**config.mk**
```make
export PLATFORM = sky130hd
export DESIGN_NAME = adc_mode_gpio_config_regs
export DESIGN_NICKNAME = d
export VERILOG_FILES = /design/src/adc_cfg_pkg.sv /design/src/pin_sync.sv /design/src/channel_scanner.sv /design/src/adc_mode_gpio_config_regs.sv
export SDC_FILE = /design/constraint.sdc
export NUM_CORES = 1
export LEC_CHECK = 0
export BUFFER_PORTS_ARGS = -buffer_cell sky130_fd_sc_hd__buf_2
export CAP_MARGIN = 0
export CELL_PAD_IN_SITES_DETAIL_PLACEMENT = 0
export CELL_PAD_IN_SITES_GLOBAL_PLACEMENT = 1
export CORE_AREA = 2 2 94 164
export CTS_BUF_LIST = sky130_fd_sc_hd__clkbuf_8
export DETAILED_ROUTE_END_ITERATION = 6
export DIE_AREA = 0 0 96 166
export PLACE_DENSITY = 0.92
export RECOVER_POWER = 50
export SYNTH_ARGS = -nofsm -noshare
export SYNTH_HDL_FRONTEND = slang
export SYNTH_SLANG_ARGS = --single-unit
```
**constraint.sdc**
```tcl
create_clock -name clk -period 14.6 [get_ports clk]
set_input_delay 2.19 -clock clk [delete_from_list [all_inputs] [get_ports clk]]
set_output_delay 2.19 -clock clk [all_outputs]
set_load 0.05 [all_outputs]
```
**src/adc_cfg_pkg.sv**
```systemverilog
// Constants shared by the mode, pin and scan configuration bank
package adc_cfg_pkg;

    // ----------------------------------------------------------------
    // Serial frame layout
    // ----------------------------------------------------------------
    localparam int        FRAME_BITS  = 24;
    localparam int        CNT_W       = 5;
    localparam logic [4:0] CNT_HDR_END = 5'h0f;
    localparam logic [4:0] CNT_LAST    = 5'h17;
    localparam logic [7:0] CMD_WRITE   = 8'h08;
    localparam logic [7:0] CMD_READ    = 8'h10;

    // ----------------------------------------------------------------
    // Register offsets
    // ----------------------------------------------------------------
    localparam logic [7:0] OFF_STATUS  = 8'h00;
    localparam logic [7:0] OFF_OPMODE  = 8'h04;
    localparam logic [7:0] OFF_PIN     = 8'h05;
    localparam logic [7:0] OFF_DIR     = 8'h07;
    localparam logic [7:0] OFF_DRIVE   = 8'h09;
    localparam logic [7:0] OFF_LEVEL   = 8'h0b;
    localparam logic [7:0] OFF_INPUT   = 8'h0d;
    localparam logic [7:0] OFF_SCAN    = 8'h10;
    localparam logic [7:0] OFF_MANUAL  = 8'h11;
    localparam logic [7:0] OFF_MASK    = 8'h12;

    // ----------------------------------------------------------------
    // Field positions and masks
    // ----------------------------------------------------------------
    localparam int         OP_PAUSE_BIT  = 7;
    localparam int         OP_TRIG_HI    = 6;
    localparam int         OP_TRIG_LO    = 5;
    localparam int         OP_OSC_BIT    = 4;
    localparam int         OP_DIV_HI     = 3;
    localparam int         OP_DIV_LO     = 0;
    localparam int         SCAN_RUN_BIT  = 4;
    localparam int         SCAN_MTH_HI   = 1;
    localparam int         SCAN_MTH_LO   = 0;
    localparam int         STATUS_FLAG   = 0;
    localparam logic [7:0] SCAN_WR_MASK  = 8'h13;
    localparam logic [7:0] MANUAL_WR_MASK = 8'h0f;

    // ----------------------------------------------------------------
    // Encodings and reset values
    // ----------------------------------------------------------------
    localparam logic [1:0] TRIG_HOST     = 2'h0;
    localparam logic [1:0] TRIG_AUTO     = 2'h1;
    localparam logic [1:0] METHOD_MANUAL = 2'h0;
    localparam logic [1:0] METHOD_AUTO   = 2'h1;
    localparam logic [1:0] METHOD_FLY    = 2'h2;
    localparam logic [7:0] REG_RESET     = 8'h00;

    typedef enum logic [1:0] {SCAN_IDLE, SCAN_RUN, SCAN_HOLD} scan_state_t;

endpackage

```
**src/pin_sync.sv**
```systemverilog
// Two-flop synchroniser for a bundle of pin inputs
`timescale 1ns/1ps
module pin_sync #(
    parameter int WIDTH = 1
) (
    input  wire logic             clk,
    input  wire logic             rst,
    input  wire logic [WIDTH-1:0] d,
    output logic      [WIDTH-1:0] q
);
    logic [WIDTH-1:0] meta_q;

    // First stage feeds only the second stage
    always_ff @(posedge clk or posedge rst)
    begin
        if (rst)
        begin
            meta_q <= '0;
            q      <= '0;
        end
        else
        begin
            meta_q <= d;
            q      <= meta_q;
        end
    end
endmodule

```
**src/channel_scanner.sv**
```systemverilog
// Channel sequencer: manual pick or ascending walk over the scan mask
`timescale 1ns/1ps
module channel_scanner
    import adc_cfg_pkg::*;
#(
    parameter int CHANNELS = 8
) (
    input  wire logic                        clk,
    input  wire logic                        rst,
    input  wire logic                        run,
    input  wire logic                        hold,
    input  wire logic [1:0]                  method,
    input  wire logic [3:0]                  manual_id,
    input  wire logic [CHANNELS-1:0]         mask,
    input  wire logic                        conv_done,
    output logic      [$clog2(CHANNELS)-1:0] channel_q,
    output logic                             active_q
);
    localparam int CW = $clog2(CHANNELS);

    scan_state_t state_q;

    // Next mask channel above cur, wrapping
    function automatic logic [CW-1:0] next_ch(input logic [CW-1:0] cur,
                                              input logic [CHANNELS-1:0] m,
                                              input logic from_start);
        logic [CW-1:0] res;
        logic          found;
        int            idx;
        res   = cur;
        found = 1'b0;
        for (int i = 0; i < CHANNELS; i++)
        begin
            idx = from_start ? i : (int'(cur) + 1 + i) % CHANNELS;
            if (!found && m[idx])
            begin
                res   = CW'(idx);
                found = 1'b1;
            end
        end
        return res;
    endfunction

    always_ff @(posedge clk or posedge rst)
    begin
        if (rst)
        begin
            state_q   <= SCAN_IDLE;
            channel_q <= '0;
            active_q  <= 1'b0;
        end
        else
        begin
            unique case (state_q)
                SCAN_IDLE:
                begin
                    if (method == METHOD_MANUAL)
                        channel_q <= manual_id[CW-1:0];
                    if (run && |mask && !hold)                  // RL11
                    begin
                        state_q   <= SCAN_RUN;
                        channel_q <= next_ch('0, mask, 1'b1);
                        active_q  <= 1'b1;
                    end
                end
                SCAN_RUN:
                begin
                    if (!run)                                   // RL11
                    begin
                        state_q  <= SCAN_IDLE;
                        active_q <= 1'b0;
                    end
                    else if (hold)                              // RL2
                    begin
                        state_q  <= SCAN_HOLD;
                        active_q <= 1'b0;
                    end
                    else if (conv_done)                         // RL11
                        channel_q <= next_ch(channel_q, mask, 1'b0);
                end
                SCAN_HOLD:
                begin
                    // Resume where the pause caught us
                    if (!run)
                        state_q <= SCAN_IDLE;
                    else if (!hold)                             // RL2
                    begin
                        state_q  <= SCAN_RUN;
                        active_q <= 1'b1;
                    end
                end
                default:
                begin
                    state_q  <= SCAN_IDLE;
                    active_q <= 1'b0;
                end
            endcase
        end
    end
endmodule

```
**src/adc_mode_gpio_config_regs.sv**
```systemverilog
// Mode, pin function and scan configuration bank behind a serial port
//
// Behaviour
// RL1: Pause bit clear: errors leave scanning, pins alone
// RL2: Pause bit set: error forces analog, holds scan
// RL3: Trigger field 00 host, 01 autonomous conversions
// RL4: Timing source bit: 0 fast, 1 low power
// RL5: Four-bit divider sets autonomous sampling speed
// RL6: Channel function bit: 0 analog, 1 digital
// RL7: Direction bit: 0 digital input, 1 output
// RL8: Drive bit: 0 open-drain, 1 push-pull
// RL9: Level bit sets driven output level
// RL10: Input level register read-only, shows pins
// RL11: Scan run starts ascending masked scan, 0 stops; code starts it only with scan method auto and a nonzero mask
// RL12: Scan register reserved bits read zero
// RL13: Every register clears to zero on reset
// RL14: Scan method: manual, auto, on-the-fly, reserved
// RL15: Inbound check error sets sticky flag
// RL16: Pin driven only as configured digital output
`timescale 1ns/1ps
module adc_mode_gpio_config_regs
    import adc_cfg_pkg::*;
#(
    parameter int CHANNELS = 8
) (
    input  wire logic                        clk,
    input  wire logic                        rst,
    input  wire logic                        cs_n,
    input  wire logic                        sclk,
    input  wire logic                        sdi,
    output logic                             sdo,
    output logic                             sdo_oe,
    input  wire logic [CHANNELS-1:0]         gpio_in,
    output logic      [CHANNELS-1:0]         gpio_out,
    output logic      [CHANNELS-1:0]         gpio_oe,
    output logic      [CHANNELS-1:0]         channel_is_gpio,
    input  wire logic                        crc_error,
    input  wire logic                        conv_done,
    output logic                             crc_fail_flag,
    output logic                             conv_autonomous,
    output logic                             osc_low_power,
    output logic      [3:0]                  sample_rate_div,
    output logic      [1:0]                  scan_method,
    output logic                             scan_active,
    output logic      [$clog2(CHANNELS)-1:0] active_channel
);
    localparam int CW = $clog2(CHANNELS);

    generate
        if (CHANNELS < 2 || CHANNELS > 8)
        begin : g_bad_width
            $error("CHANNELS out of range");
        end
    endgenerate

    // ----------------------------------------------------------------
    // Pin synchronisers
    // ----------------------------------------------------------------
    logic [2:0]          link_sync;
    logic [CHANNELS-1:0] gpio_sync;

    pin_sync #(.WIDTH(3)) u_link_sync (
        .clk (clk),
        .rst (rst),
        .d   ({cs_n, sclk, sdi}),
        .q   (link_sync)
    );

    pin_sync #(.WIDTH(CHANNELS)) u_gpio_sync (
        .clk (clk),
        .rst (rst),
        .d   (gpio_in),
        .q   (gpio_sync)
    );

    logic cs_n_s;
    logic sclk_s;
    logic sdi_s;
    logic sclk_prev_q;
    logic sclk_rise;
    logic sclk_fall;

    assign cs_n_s    = link_sync[2];
    assign sclk_s    = link_sync[1];
    assign sdi_s     = link_sync[0];
    assign sclk_rise = !cs_n_s && sclk_s && !sclk_prev_q;
    assign sclk_fall = !cs_n_s && !sclk_s && sclk_prev_q;

    always_ff @(posedge clk or posedge rst)
    begin
        if (rst)
            sclk_prev_q <= 1'b0;
        else
            sclk_prev_q <= sclk_s;
    end

    // ----------------------------------------------------------------
    // Registers
    // ----------------------------------------------------------------
    logic [7:0]          opmode_q;
    logic [CHANNELS-1:0] pin_func_q;
    logic [CHANNELS-1:0] dir_q;
    logic [CHANNELS-1:0] drive_q;
    logic [CHANNELS-1:0] level_q;
    logic [CHANNELS-1:0] input_level_q;
    logic [7:0]          scan_cfg_q;
    logic [3:0]          manual_id_q;
    logic [CHANNELS-1:0] mask_q;
    logic                flag_q;

    // ----------------------------------------------------------------
    // Serial frame: opcode, address, data; mode 0, MSB first
    // ----------------------------------------------------------------
    logic [CNT_W-1:0] bit_cnt_q;
    logic [15:0]      hdr_q;
    logic [7:0]       wdata_q;
    logic [7:0]       out_q;
    logic             wr_strobe;
    logic [7:0]       wr_addr;
    logic [7:0]       wr_data;

    // Read view; unmapped offsets read zero
    function automatic logic [7:0] read_reg(input logic [7:0] addr);
        logic [7:0] v;
        v = 8'h00;
        unique case (addr)
            OFF_STATUS: v[STATUS_FLAG] = flag_q;
            OFF_OPMODE: v = opmode_q;
            OFF_PIN:    v[CHANNELS-1:0] = pin_func_q;
            OFF_DIR:    v[CHANNELS-1:0] = dir_q;
            OFF_DRIVE:  v[CHANNELS-1:0] = drive_q;
            OFF_LEVEL:  v[CHANNELS-1:0] = level_q;
            OFF_INPUT:  v[CHANNELS-1:0] = input_level_q;
            OFF_SCAN:   v = scan_cfg_q & SCAN_WR_MASK;           // RL12
            OFF_MANUAL: v[3:0] = manual_id_q;
            OFF_MASK:   v[CHANNELS-1:0] = mask_q;
            default:    v = 8'h00;
        endcase
        return v;
    endfunction

    always_ff @(posedge clk or posedge rst)
    begin
        if (rst)
        begin
            bit_cnt_q <= '0;
            hdr_q     <= '0;
            wdata_q   <= '0;
        end
        else if (cs_n_s)
        begin
            // Idle between frames
            bit_cnt_q <= '0;
        end
        else if (sclk_rise)
        begin
            if (bit_cnt_q <= CNT_HDR_END)
                hdr_q <= {hdr_q[14:0], sdi_s};
            else
                wdata_q <= {wdata_q[6:0], sdi_s};
            if (bit_cnt_q != CNT_LAST)
                bit_cnt_q <= bit_cnt_q + 5'h01;
        end
    end

    // Read byte loads after header, shifts out on falls
    always_ff @(posedge clk or posedge rst)
    begin
        if (rst)
        begin
            out_q <= '0;
            sdo   <= 1'b0;
        end
        else if (cs_n_s)
        begin
            out_q <= '0;
            sdo   <= 1'b0;
        end
        else if (sclk_rise && bit_cnt_q == CNT_HDR_END)
        begin
            if (hdr_q[14:7] == CMD_READ)
                out_q <= read_reg({hdr_q[6:0], sdi_s});
            else
                out_q <= 8'h00;
        end
        else if (sclk_fall && bit_cnt_q > CNT_HDR_END)
        begin
            sdo   <= out_q[7];
            out_q <= {out_q[6:0], 1'b0};
        end
    end

    always_ff @(posedge clk or posedge rst)
    begin
        if (rst)
            sdo_oe <= 1'b0;
        else
            sdo_oe <= !cs_n_s;
    end

    // Last data bit commits a write
    assign wr_strobe = sclk_rise && bit_cnt_q == CNT_LAST
                       && hdr_q[15:8] == CMD_WRITE;
    assign wr_addr   = hdr_q[7:0];
    assign wr_data   = {wdata_q[6:0], sdi_s};

    // ----------------------------------------------------------------
    // Writable registers
    // ----------------------------------------------------------------
    always_ff @(posedge clk or posedge rst)
    begin
        if (rst)
        begin
            opmode_q    <= REG_RESET;                           // RL13
            pin_func_q  <= '0;
            dir_q       <= '0;
            drive_q     <= '0;
            level_q     <= '0;
            scan_cfg_q  <= REG_RESET;
            manual_id_q <= '0;
            mask_q      <= '0;
        end
        else if (wr_strobe)
        begin
            unique case (wr_addr)
                OFF_OPMODE: opmode_q    <= wr_data;
                OFF_PIN:    pin_func_q  <= wr_data[CHANNELS-1:0];
                OFF_DIR:    dir_q       <= wr_data[CHANNELS-1:0];
                OFF_DRIVE:  drive_q     <= wr_data[CHANNELS-1:0];
                OFF_LEVEL:  level_q     <= wr_data[CHANNELS-1:0];
                OFF_SCAN:   scan_cfg_q  <= wr_data & SCAN_WR_MASK; // RL12
                OFF_MANUAL: manual_id_q <= wr_data[3:0] & MANUAL_WR_MASK[3:0];
                OFF_MASK:   mask_q      <= wr_data[CHANNELS-1:0];
                default:    ;
            endcase
        end
    end

    // Read-only: host writes cannot reach it
    always_ff @(posedge clk or posedge rst)
    begin
        if (rst)
            input_level_q <= '0;
        else
            input_level_q <= gpio_sync;                         // RL10
    end

    // ----------------------------------------------------------------
    // Inbound check flag: write one to clear, a new error wins
    // ----------------------------------------------------------------
    always_ff @(posedge clk or posedge rst)
    begin
        if (rst)
            flag_q <= 1'b0;
        else if (crc_error)
            flag_q <= 1'b1;                                     // RL15
        else if (wr_strobe && wr_addr == OFF_STATUS
                 && wr_data[STATUS_FLAG])
            flag_q <= 1'b0;
    end

    // ----------------------------------------------------------------
    // Mode decode
    // ----------------------------------------------------------------
    logic                paused;
    logic [1:0]          trig;
    logic [1:0]          method;
    logic [CHANNELS-1:0] eff_func;
    logic                scan_run_req;

    // Pause only bites when enabled; otherwise the flag is advisory
    assign paused       = opmode_q[OP_PAUSE_BIT] && flag_q;    // RL1 RL2
    assign eff_func     = paused ? '0 : pin_func_q;            // RL2 RL6
    assign trig         = opmode_q[OP_TRIG_HI:OP_TRIG_LO];
    assign method       = scan_cfg_q[SCAN_MTH_HI:SCAN_MTH_LO];
    assign scan_run_req = scan_cfg_q[SCAN_RUN_BIT]
                          && method == METHOD_AUTO;             // RL11 RL14

    always_ff @(posedge clk or posedge rst)
    begin
        if (rst)
        begin
            conv_autonomous <= 1'b0;
            osc_low_power   <= 1'b0;
            sample_rate_div <= '0;
            scan_method     <= METHOD_MANUAL;
            crc_fail_flag   <= 1'b0;
            channel_is_gpio <= '0;
        end
        else
        begin
            conv_autonomous <= trig == TRIG_AUTO && !paused;   // RL3
            osc_low_power   <= opmode_q[OP_OSC_BIT];           // RL4
            sample_rate_div <= opmode_q[OP_DIV_HI:OP_DIV_LO];  // RL5
            scan_method     <= method;                         // RL14
            crc_fail_flag   <= flag_q;
            channel_is_gpio <= eff_func;                       // RL6
        end
    end

    // ----------------------------------------------------------------
    // Pin drivers
    // ----------------------------------------------------------------
    genvar g;
    generate
        for (g = 0; g < CHANNELS; g++)
        begin : g_pin
            logic drive_en;

            assign drive_en = eff_func[g] && dir_q[g];         // RL7 RL16

            // Open-drain pulls low only; the pull-up makes high
            always_ff @(posedge clk or posedge rst)
            begin
                if (rst)
                begin
                    gpio_out[g] <= 1'b0;
                    gpio_oe[g]  <= 1'b0;
                end
                else if (!drive_en)
                begin
                    gpio_out[g] <= 1'b0;
                    gpio_oe[g]  <= 1'b0;                       // RL16
                end
                else if (drive_q[g])
                begin
                    gpio_out[g] <= level_q[g];                 // RL8 RL9
                    gpio_oe[g]  <= 1'b1;
                end
                else
                begin
                    gpio_out[g] <= 1'b0;                       // RL8
                    gpio_oe[g]  <= !level_q[g];                // RL9
                end
            end
        end
    endgenerate

    // ----------------------------------------------------------------
    // Channel sequencing
    // ----------------------------------------------------------------
    logic [CW-1:0] scan_ch;
    logic          scan_on;

    channel_scanner #(.CHANNELS(CHANNELS)) u_scanner (
        .clk       (clk),
        .rst       (rst),
        .run       (scan_run_req),
        .hold      (paused),
        .method    (method),
        .manual_id (manual_id_q),
        .mask      (mask_q),
        .conv_done (conv_done),
        .channel_q (scan_ch),
        .active_q  (scan_on)
    );

    always_ff @(posedge clk or posedge rst)
    begin
        if (rst)
        begin
            scan_active    <= 1'b0;
            active_channel <= '0;
        end
        else
        begin
            scan_active    <= scan_on;                         // RL11
            active_channel <= scan_ch;
        end
    end

endmodule

```
==> metrics.txt, run 1 <==
# TYPE chip_impl_metric gauge
chip_impl_metric{name="power.total",unit="W"} 0.0009131
chip_impl_metric{name="min_period_over_period",unit="%"} 34.01
chip_impl_metric{name="post-cts-setup-buffer-count",unit=""} 0
chip_impl_info{name="critical_path.top_delay_family",value="buffers and inverters"} 1
chip_impl_metric{name="drt-met1-wl",unit="mm"} 6.543
chip_impl_metric{name="yosys_register_bits",unit=""} 168
chip_impl_info{name="layout.cells.most_common",value="dfrtp_1"} 1
chip_impl_metric{name="clk_pin_slew_worst_paths",unit="ns"} 0.09
chip_impl_metric{name="die_w",unit="um"} 96
chip_impl_metric{name="drt.antenna.violating_nets",unit=""} 0
chip_impl_metric{name="die_y",unit="um"} 166
chip_impl_metric{name="start_util",unit="%"} 53.69
chip_impl_metric{name="cp.required",unit="ns"} 15.05
chip_impl_metric{name="first_pass_drt_iterations",unit=""} 5
chip_impl_metric{name="cts_sinks",unit=""} 168
chip_impl_metric{name="max_capacitance_violation_total",unit=""} 2
chip_impl_metric{name="max-vdd-ir-drop",unit="V"} 0.00009251
chip_impl_metric{name="cts_buffer_count",unit=""} 17
chip_impl_info{name="synthFlopType",value="dfrtp_1"} 1
chip_impl_metric{name="initial_antenna_violation_count",unit=""} 0
chip_impl_metric{name="max_slew.worst_pin.slew",unit="ns"} 3.603
chip_impl_metric{name="cts.path.max_buffers",unit=""} 2
chip_impl_metric{name="largest_reg_flops",unit=""} 16
chip_impl_metric{name="final_layout_size_suffix_gt1_share",unit="%"} 27.88
chip_impl_metric{name="layout.cell_area.non_filler",unit="sq mm"} 0.008603
chip_impl_metric{name="synth-edff-count",unit=""} 0
chip_impl_metric{name="max_stage_delay",unit="ns"} 1.99
chip_impl_info{name="worst_path_cell_trace",value="buf_2 > clkinvlp_2 > buf_4"} 1
chip_impl_metric{name="post_synth_num_cell_types",unit=""} 73
chip_impl_metric{name="hold_buffer_count_at_cts",unit=""} 0
chip_impl_info{name="crit_slowest_cell",value="clkinvlp_2"} 1
chip_impl_metric{name="detail_route.wl_per_cell",unit="um"} 19.39
chip_impl_metric{name="timing.critical_path.buf_inv",unit=""} 3
chip_impl_metric{name="clock_insertion_delay_worst_skew",unit="ns"} 0.45
chip_impl_metric{name="via_count",unit=""} 5482
chip_impl_metric{name="regToRegSetupSlack",unit="ns"} 10.37
chip_impl_metric{name="yosysWarningCount",unit=""} 0
chip_impl_metric{name="grt_usage",unit="%"} 23.23
chip_impl_metric{name="place_congestion",unit=""} 0.8340
chip_impl_metric{name="timing_max_transition_violations_final",unit=""} 118
chip_impl_metric{name="syn_nets",unit=""} 688
chip_impl_info{name="layout_common_cells",value="dfrtp_1, mux2_2, nand2_1"} 1
chip_impl_info{name="cp_launch_type",value="input pin"} 1
chip_impl_metric{name="totalWireLength",unit="mm"} 17.53
chip_impl_metric{name="placement.cell_area",unit="sq mm"} 0.008198
chip_impl_metric{name="globalRoute.totalOverflow",unit=""} 0
chip_impl_metric{name="cellPowerDensity",unit="mW/mm^2"} 106.1
chip_impl_metric{name="postSynthCellCount",unit=""} 669
chip_impl_metric{name="timing.setup.tns",unit="ns"} 0
chip_impl_info{name="largest_register",value="hdr_q"} 1
chip_impl_metric{name="yosysSeqAreaShare",unit="%"} 53.30
chip_impl_metric{name="finalNonFillerCells",unit=""} 904
chip_impl_metric{name="num_rows",unit=""} 59
chip_impl_metric{name="htree_levels",unit=""} 4
chip_impl_info{name="clk_root_buffer_cell",value="clkbuf_8"} 1
chip_impl_metric{name="post_synth_instance_area",unit="sq mm"} 0.007888
chip_impl_metric{name="power.leakage",unit="nW"} 3.971
chip_impl_metric{name="slew_headroom",unit="%"} -141.5
chip_impl_metric{name="pin_count",unit=""} 54
chip_impl_metric{name="detailedRoute.firstIterationViolations",unit=""} 280
chip_impl_metric{name="fp.coreArea",unit="sq mm"} 0.01469
chip_impl_metric{name="routed-wl-met2",unit="mm"} 9.987
chip_impl_info{name="violations",value="max-capacitance violations, max-slew violations"} 1
chip_impl_metric{name="hold_violations",unit=""} 0
chip_impl_metric{name="fin_skew",unit="ns"} 0.01170
chip_impl_metric{name="timing.final.setup_violations",unit=""} 0
chip_impl_metric{name="diodes",unit=""} 0
chip_impl_metric{name="fp.dieArea",unit="sq mm"} 0.01594
chip_impl_metric{name="maximum_clock_frequency",unit="MHz"} 201.4
chip_impl_metric{name="largest_fanout_on_the_critical_path",unit=""} 85
chip_impl_metric{name="grt_pass1_wl",unit="mm"} 28.48
chip_impl_metric{name="dr_wl_met3",unit="um"} 547
chip_impl_info{name="dr.max_layer_used",value="met4"} 1
chip_impl_metric{name="timing.critical_path.arrival",unit="ns"} 5.41
chip_impl_metric{name="flow.area_growth_from_synthesis",unit="%"} 9.074
chip_impl_metric{name="route.detailed.drc",unit=""} 0
chip_impl_metric{name="fin_worst_hold_slack",unit="ns"} 0.3538
chip_impl_info{name="crit_path_end_kind",value="asynchronous set/reset pin"} 1
chip_impl_metric{name="min_period",unit="ns"} 4.966
chip_impl_metric{name="synthesis.area_per_instance",unit="sq um"} 11.79
chip_impl_metric{name="maximum_number_of_pins_on_one_net_before_global_route_repair",unit=""} 86
chip_impl_info{name="criticalPathCategory",value="in -> async"} 1
chip_impl_metric{name="vias_per_cell",unit=""} 6.064
chip_impl_metric{name="synthArstFlopShare",unit="%"} 100.0
chip_impl_metric{name="dpl.hpwl",unit="mm"} 12.53
chip_impl_info{name="outcome",value="complete, but fails checks"} 1
chip_impl_info{name="rsz0062_at_grt",value="false"} 1
chip_impl_info{name="clock_tree_from_tritoncts",value="built"} 1
chip_impl_metric{name="finish.net_count",unit=""} 727
chip_impl_metric{name="dpl.cell_count",unit=""} 872
chip_impl_metric{name="grt_pass1_vias",unit=""} 5568
chip_impl_metric{name="cts_resized",unit=""} 0
chip_impl_info{name="worst_hold_path_type",value="reg -> reg"} 1
chip_impl_metric{name="io_buffer_count",unit=""} 53
layout make-up:
type	instances	area, sq um
well taps	183	229.0
fillers	1193	6087
repair buffers	57	287.8
inverters	18	68.82
clock buffers	17	234.0
clock inverters	15	182.7
multi-input cells	446	3397
flip-flops and latches	168	4204
per-stage QoR:
step           utilization [%]  setup slack [ns]
2_1_floorplan                -             7.863
3_3_place_gp             55.80             10.76
3_5_place_dp             55.80             10.67
4_1_cts                  58.64             11.17
5_1_grt                  58.56             8.913
6_report                 58.56             9.634
synth_stat cells, types with 3 or more instances:
| library cell | number | area, sq um |
|---|---|---|
| a21o_1 | 3 | 22.52 |
| a21oi_1 | 37 | 185.2 |
| a221oi_1 | 6 | 52.55 |
| a22o_1 | 3 | 26.28 |
| a311oi_1 | 3 | 26.28 |
| a31oi_1 | 4 | 25.02 |
| and2_1 | 11 | 68.82 |
| and3_1 | 5 | 31.28 |
| buf_2 | 5 | 25.02 |
| buf_6 | 3 | 33.78 |
| clkbuf_1 | 22 | 82.58 |
| clkbuf_8 | 5 | 68.82 |
| dfrtp_1 | 168 | 4204 |
| ha_1 | 4 | 50.05 |
| inv_1 | 18 | 67.56 |
| mux2_2 | 92 | 1036 |
| mux2i_1 | 19 | 190.2 |
| mux4_2 | 6 | 135.1 |
| nand2_1 | 58 | 217.7 |
| nand2b_1 | 6 | 37.54 |
| nand3_1 | 10 | 50.05 |
| nand4_1 | 6 | 37.54 |
| nor2_1 | 41 | 153.9 |
| nor2b_1 | 6 | 37.54 |
| nor3_1 | 19 | 95.09 |
| nor3b_1 | 10 | 75.07 |
| nor4_1 | 7 | 43.79 |
| nor4b_1 | 3 | 26.28 |
| o211ai_1 | 4 | 30.03 |
| o21ai_0 | 13 | 65.06 |
| o21bai_1 | 3 | 22.52 |
| o22ai_1 | 10 | 62.56 |
| o311ai_1 | 3 | 26.28 |
| o31ai_1 | 4 | 30.03 |
power breakdown:
part | switching (W) | internal [W]
clock | 0.000181 | 0.000160
combinational | 0.0000436 | 0.0000266
sequential | 0.0000224 | 0.000480
kinds of logic after synthesis:
group | share of synthesized area [%]
XOR/XNOR | 1.333
flip-flops | 53.30
adder cells (fa/ha/maj) | 0.6345
AND/OR/NAND/NOR | 13.15
AO/OA/AOI/OAI | 9.692
multiplexers | 18.26
buffers and inverters | 3.632
worst paths after layout:
kind                                                          from  cells after the start                                 end
worst max-delay path                                           rst                      3               gpio_out[7]$_DFF_PP0_
worst min-delay path                    u_gpio_sync.q[0]$_DFF_PP0_                      0          input_level_q[0]$_DFF_PP0_
worst max register to register  u_scanner.channel_q[0]$_DFFE_PP0P_                     10  u_scanner.channel_q[2]$_DFFE_PP0P_
worst min register to register          u_gpio_sync.q[0]$_DFF_PP0_                      0          input_level_q[0]$_DFF_PP0_
max in group clk                u_scanner.channel_q[0]$_DFFE_PP0P_                     10  u_scanner.channel_q[2]$_DFFE_PP0P_
min in group asynchronous                                      rst                      2                gpio_oe[3]$_DFF_PP0_
layer usage:
metal	track usage, %	vias to the layer above
met5	0	-
met4	8.571	0
met3	3.312	39
met2	42.03	140
met1	27.07	2804
li1	-	2499
(Power assumes the default switching activity.)
==> run 2: changes to the inputs <==
Settings changed: CORE_AREA 2 2 94 164 to 2 2 102 179, DIE_AREA 0 0 96 166 to 0 0 104 181, PLACE_DENSITY 0.92 to 0.83.
Clock period 14.6 ns to 4.5 ns, I/O delays scaled along.
==> run 2 against run 1 <==
- the run now ends clean
- clock power rose to 3.5 times the previous value
- largest power group unchanged
- utilization fell by 8.2 points
- count of clock-buffer cells in the layout rose by 1
==> metrics.txt, run 2 (same netlist as run 1, synthesis figures left out) <==
# TYPE chip_impl_metric gauge
chip_impl_info{name="outcome",value="completed"} 1
chip_impl_metric{name="die_y",unit="um"} 181
chip_impl_metric{name="globalRoute.totalOverflow",unit=""} 0
chip_impl_metric{name="hold_violations",unit=""} 0
chip_impl_metric{name="cts_buffer_count",unit=""} 17
chip_impl_metric{name="io_buffer_count",unit=""} 53
chip_impl_info{name="crit_path_end_kind",value="flip-flop"} 1
chip_impl_metric{name="cellPowerDensity",unit="mW/mm^2"} 348.6
chip_impl_info{name="hold_path.startpoint",value="sclk"} 1
chip_impl_metric{name="groute.layer.met2.usage",unit="%"} 38.08
chip_impl_metric{name="num-fill-cells",unit=""} 1575
chip_impl_metric{name="timing.critical_path.arrival",unit="ns"} 3.82
chip_impl_metric{name="fin_skew",unit="ns"} 0.01161
chip_impl_info{name="layout_common_cells",value="dfrtp_1, mux2_2, nand2_1"} 1
chip_impl_metric{name="vias_per_cell",unit=""} 5.716
chip_impl_metric{name="die_w",unit="um"} 104
chip_impl_metric{name="first_pass_drt_iterations",unit=""} 4
chip_impl_metric{name="cp.required",unit="ns"} 4.82
chip_impl_metric{name="grt_pass1_vias",unit=""} 5635
chip_impl_metric{name="met3_usage",unit="%"} 2.994
chip_impl_metric{name="max_capacitance_violation_total",unit=""} 0
chip_impl_metric{name="cts_sinks",unit=""} 168
chip_impl_info{name="largest_register",value="hdr_q"} 1
chip_impl_metric{name="totalWireLength",unit="mm"} 18.30
chip_impl_metric{name="maximum_number_of_pins_on_one_net_before_global_route_repair",unit=""} 125
chip_impl_metric{name="cts.path.max_buffers",unit=""} 2
chip_impl_info{name="critical_path.startpoint",value="u_scanner.channel_q[1]$_DFFE_PP0P_"} 1
chip_impl_metric{name="largest_fanout_on_the_critical_path",unit=""} 26
chip_impl_metric{name="detail_route.wl_per_cell",unit="um"} 19.20
chip_impl_metric{name="power.leakage",unit="nW"} 3.995
chip_impl_metric{name="timing.final.setup_violations",unit=""} 0
chip_impl_metric{name="htree_levels",unit=""} 4
chip_impl_info{name="clk_root_buffer_cell",value="clkbuf_8"} 1
chip_impl_metric{name="final_layout_size_suffix_gt1_share",unit="%"} 27.98
chip_impl_metric{name="max_slew.worst_pin.slew",unit="ns"} 1.414
chip_impl_metric{name="post-cts-setup-buffer-count",unit=""} 0
chip_impl_metric{name="globalRouteMet1Util",unit="%"} 21.05
chip_impl_metric{name="grt_pass1_wl",unit="mm"} 29.55
chip_impl_metric{name="detailedRoute.firstIterationViolations",unit=""} 291
chip_impl_info{name="criticalPathCategory",value="reg -> reg"} 1
chip_impl_metric{name="place_congestion",unit=""} 0.8765
chip_impl_metric{name="grt_usage",unit="%"} 20.18
chip_impl_metric{name="dpl.hpwl",unit="mm"} 13.24
chip_impl_metric{name="timing.setup.tns",unit="ns"} 0
chip_impl_metric{name="cts_resized",unit=""} 0
chip_impl_metric{name="fp.coreArea",unit="sq mm"} 0.01730
chip_impl_metric{name="min_period_over_period",unit="%"} 77.75
chip_impl_info{name="rsz0062_at_grt",value="false"} 1
chip_impl_metric{name="clock_insertion_delay_worst_skew",unit="ns"} 0.45
chip_impl_metric{name="route.detailed.drc",unit=""} 0
chip_impl_metric{name="timing_max_transition_violations_final",unit=""} 0
chip_impl_info{name="worst_hold_path_type",value="in -> reg"} 1
chip_impl_metric{name="fp.dieArea",unit="sq mm"} 0.01882
chip_impl_metric{name="maximum_clock_frequency",unit="MHz"} 285.8
chip_impl_metric{name="clk_pin_slew_worst_paths",unit="ns"} 0.09
chip_impl_metric{name="hold_buffer_count_at_cts",unit=""} 0
chip_impl_metric{name="fin_worst_hold_slack",unit="ns"} 0.3255
chip_impl_metric{name="flow.area_growth_from_synthesis",unit="%"} 10.49
chip_impl_metric{name="start_util",unit="%"} 45.60
chip_impl_metric{name="pin_count",unit=""} 54
chip_impl_metric{name="diodes",unit=""} 0
chip_impl_metric{name="postLayoutCoreUtil",unit="%"} 50.38
chip_impl_info{name="r2r-start",value="u_scanner.channel_q[1]$_DFFE_PP0P_"} 1
chip_impl_metric{name="max-vdd-ir-drop",unit="V"} 0.0002228
chip_impl_metric{name="num_rows",unit=""} 64
chip_impl_info{name="layout.cells.most_common",value="dfrtp_1"} 1
chip_impl_info{name="global_route.peak_usage_layer",value="met2"} 1
chip_impl_info{name="clock_tree_from_tritoncts",value="built"} 1
chip_impl_metric{name="initial_antenna_violation_count",unit=""} 0
chip_impl_metric{name="largest_reg_flops",unit=""} 16
chip_impl_metric{name="via_count",unit=""} 5447
chip_impl_metric{name="power.total",unit="W"} 0.003038
chip_impl_metric{name="slew_headroom",unit="%"} 5.724
chip_impl_metric{name="min_period",unit="ns"} 3.499
chip_impl_metric{name="drt.antenna.violating_nets",unit=""} 0
chip_impl_metric{name="finish.net_count",unit=""} 728
chip_impl_info{name="cp_launch_type",value="flip-flop"} 1
[run 2: cell types whose count changed in the layout (fill, tap and decap cells not counted), sizes merged]
cell	change
inv	-3
buf	+2
bufinv	+2
clkinv	-1
clkinvlp	+1
[run 2: final timing paths]
check,endpoint,slack (ns),cells past startpoint
setup / recovery,u_scanner.channel_q[1]$_DFFE_PP0P_,1.00,9
hold / removal,u_link_sync.meta_q[1]$_DFF_PP0_,0.33,1
setup reg to reg,u_scanner.channel_q[1]$_DFFE_PP0P_,1.00,9
hold reg to reg,u_gpio_sync.q[5]$_DFF_PP0_,0.35,0
max in group asynchronous,wdata_q[0]$_DFFE_PP0P_,2.42,3
min in group asynchronous,conv_autonomous$_DFF_PP0_,0.34,2
[run 2: per-stage QoR]
step | instances | worst slack (ns) | instance area [sq um]
finish | 953 | 1.001 | 8715
global route | 953 | 0.8508 | 8715
CTS | 953 | 1.031 | 8721
detailed placement | 921 | 1.042 | 8277
global placement | 921 | 1.062 | 8277
floorplan | 669 | 1.670 | 7891
[run 2: worst max-delay path: stages (launching register included)]
cell and delay (ns):
dfrtp_1 0.44, ha_1 0.88, mux4_1 0.48, nor4b_1 0.19, nor4_1 0.59, nor2_1 0.08
a31oi_1 0.26, o311ai_1 0.16, a31oi_1 0.20, o22ai_1 0.09
[run 2: power by group]
group | internal (W) | total, W | switching (W)
clock | 0.000625 | 0.00118 | 0.000551
combinational | 0.0000883 | 0.000225 | 0.000137
sequential | 0.00156 | 0.00164 | 0.0000786
total | 0.00227 | 0.00304 | 0.000767
[run 2: metal layers]
layer / wire length [um] / vias up
li1: - / 2512
met3: 508 / 47
met5: 0 / -
met2: 10350 / 132
met4: 867 / 0
met1: 6572 / 2756
[run 2: final cells by class]
| cell class | instances | area, sq um | area share [%] |
|---|---|---|---|
| clock inverter | 14 | 196.4 | 2.254 |
| clock buffer | 18 | 247.7 | 2.843 |
| tap | 231 | 289.0 | 3.317 |
| timing repair buffer | 58 | 311.5 | 3.575 |
| multi-input combinational | 446 | 3397 | 38.98 |
| inverter | 18 | 68.82 | 0.7897 |
| sequential | 168 | 4204 | 48.24 |
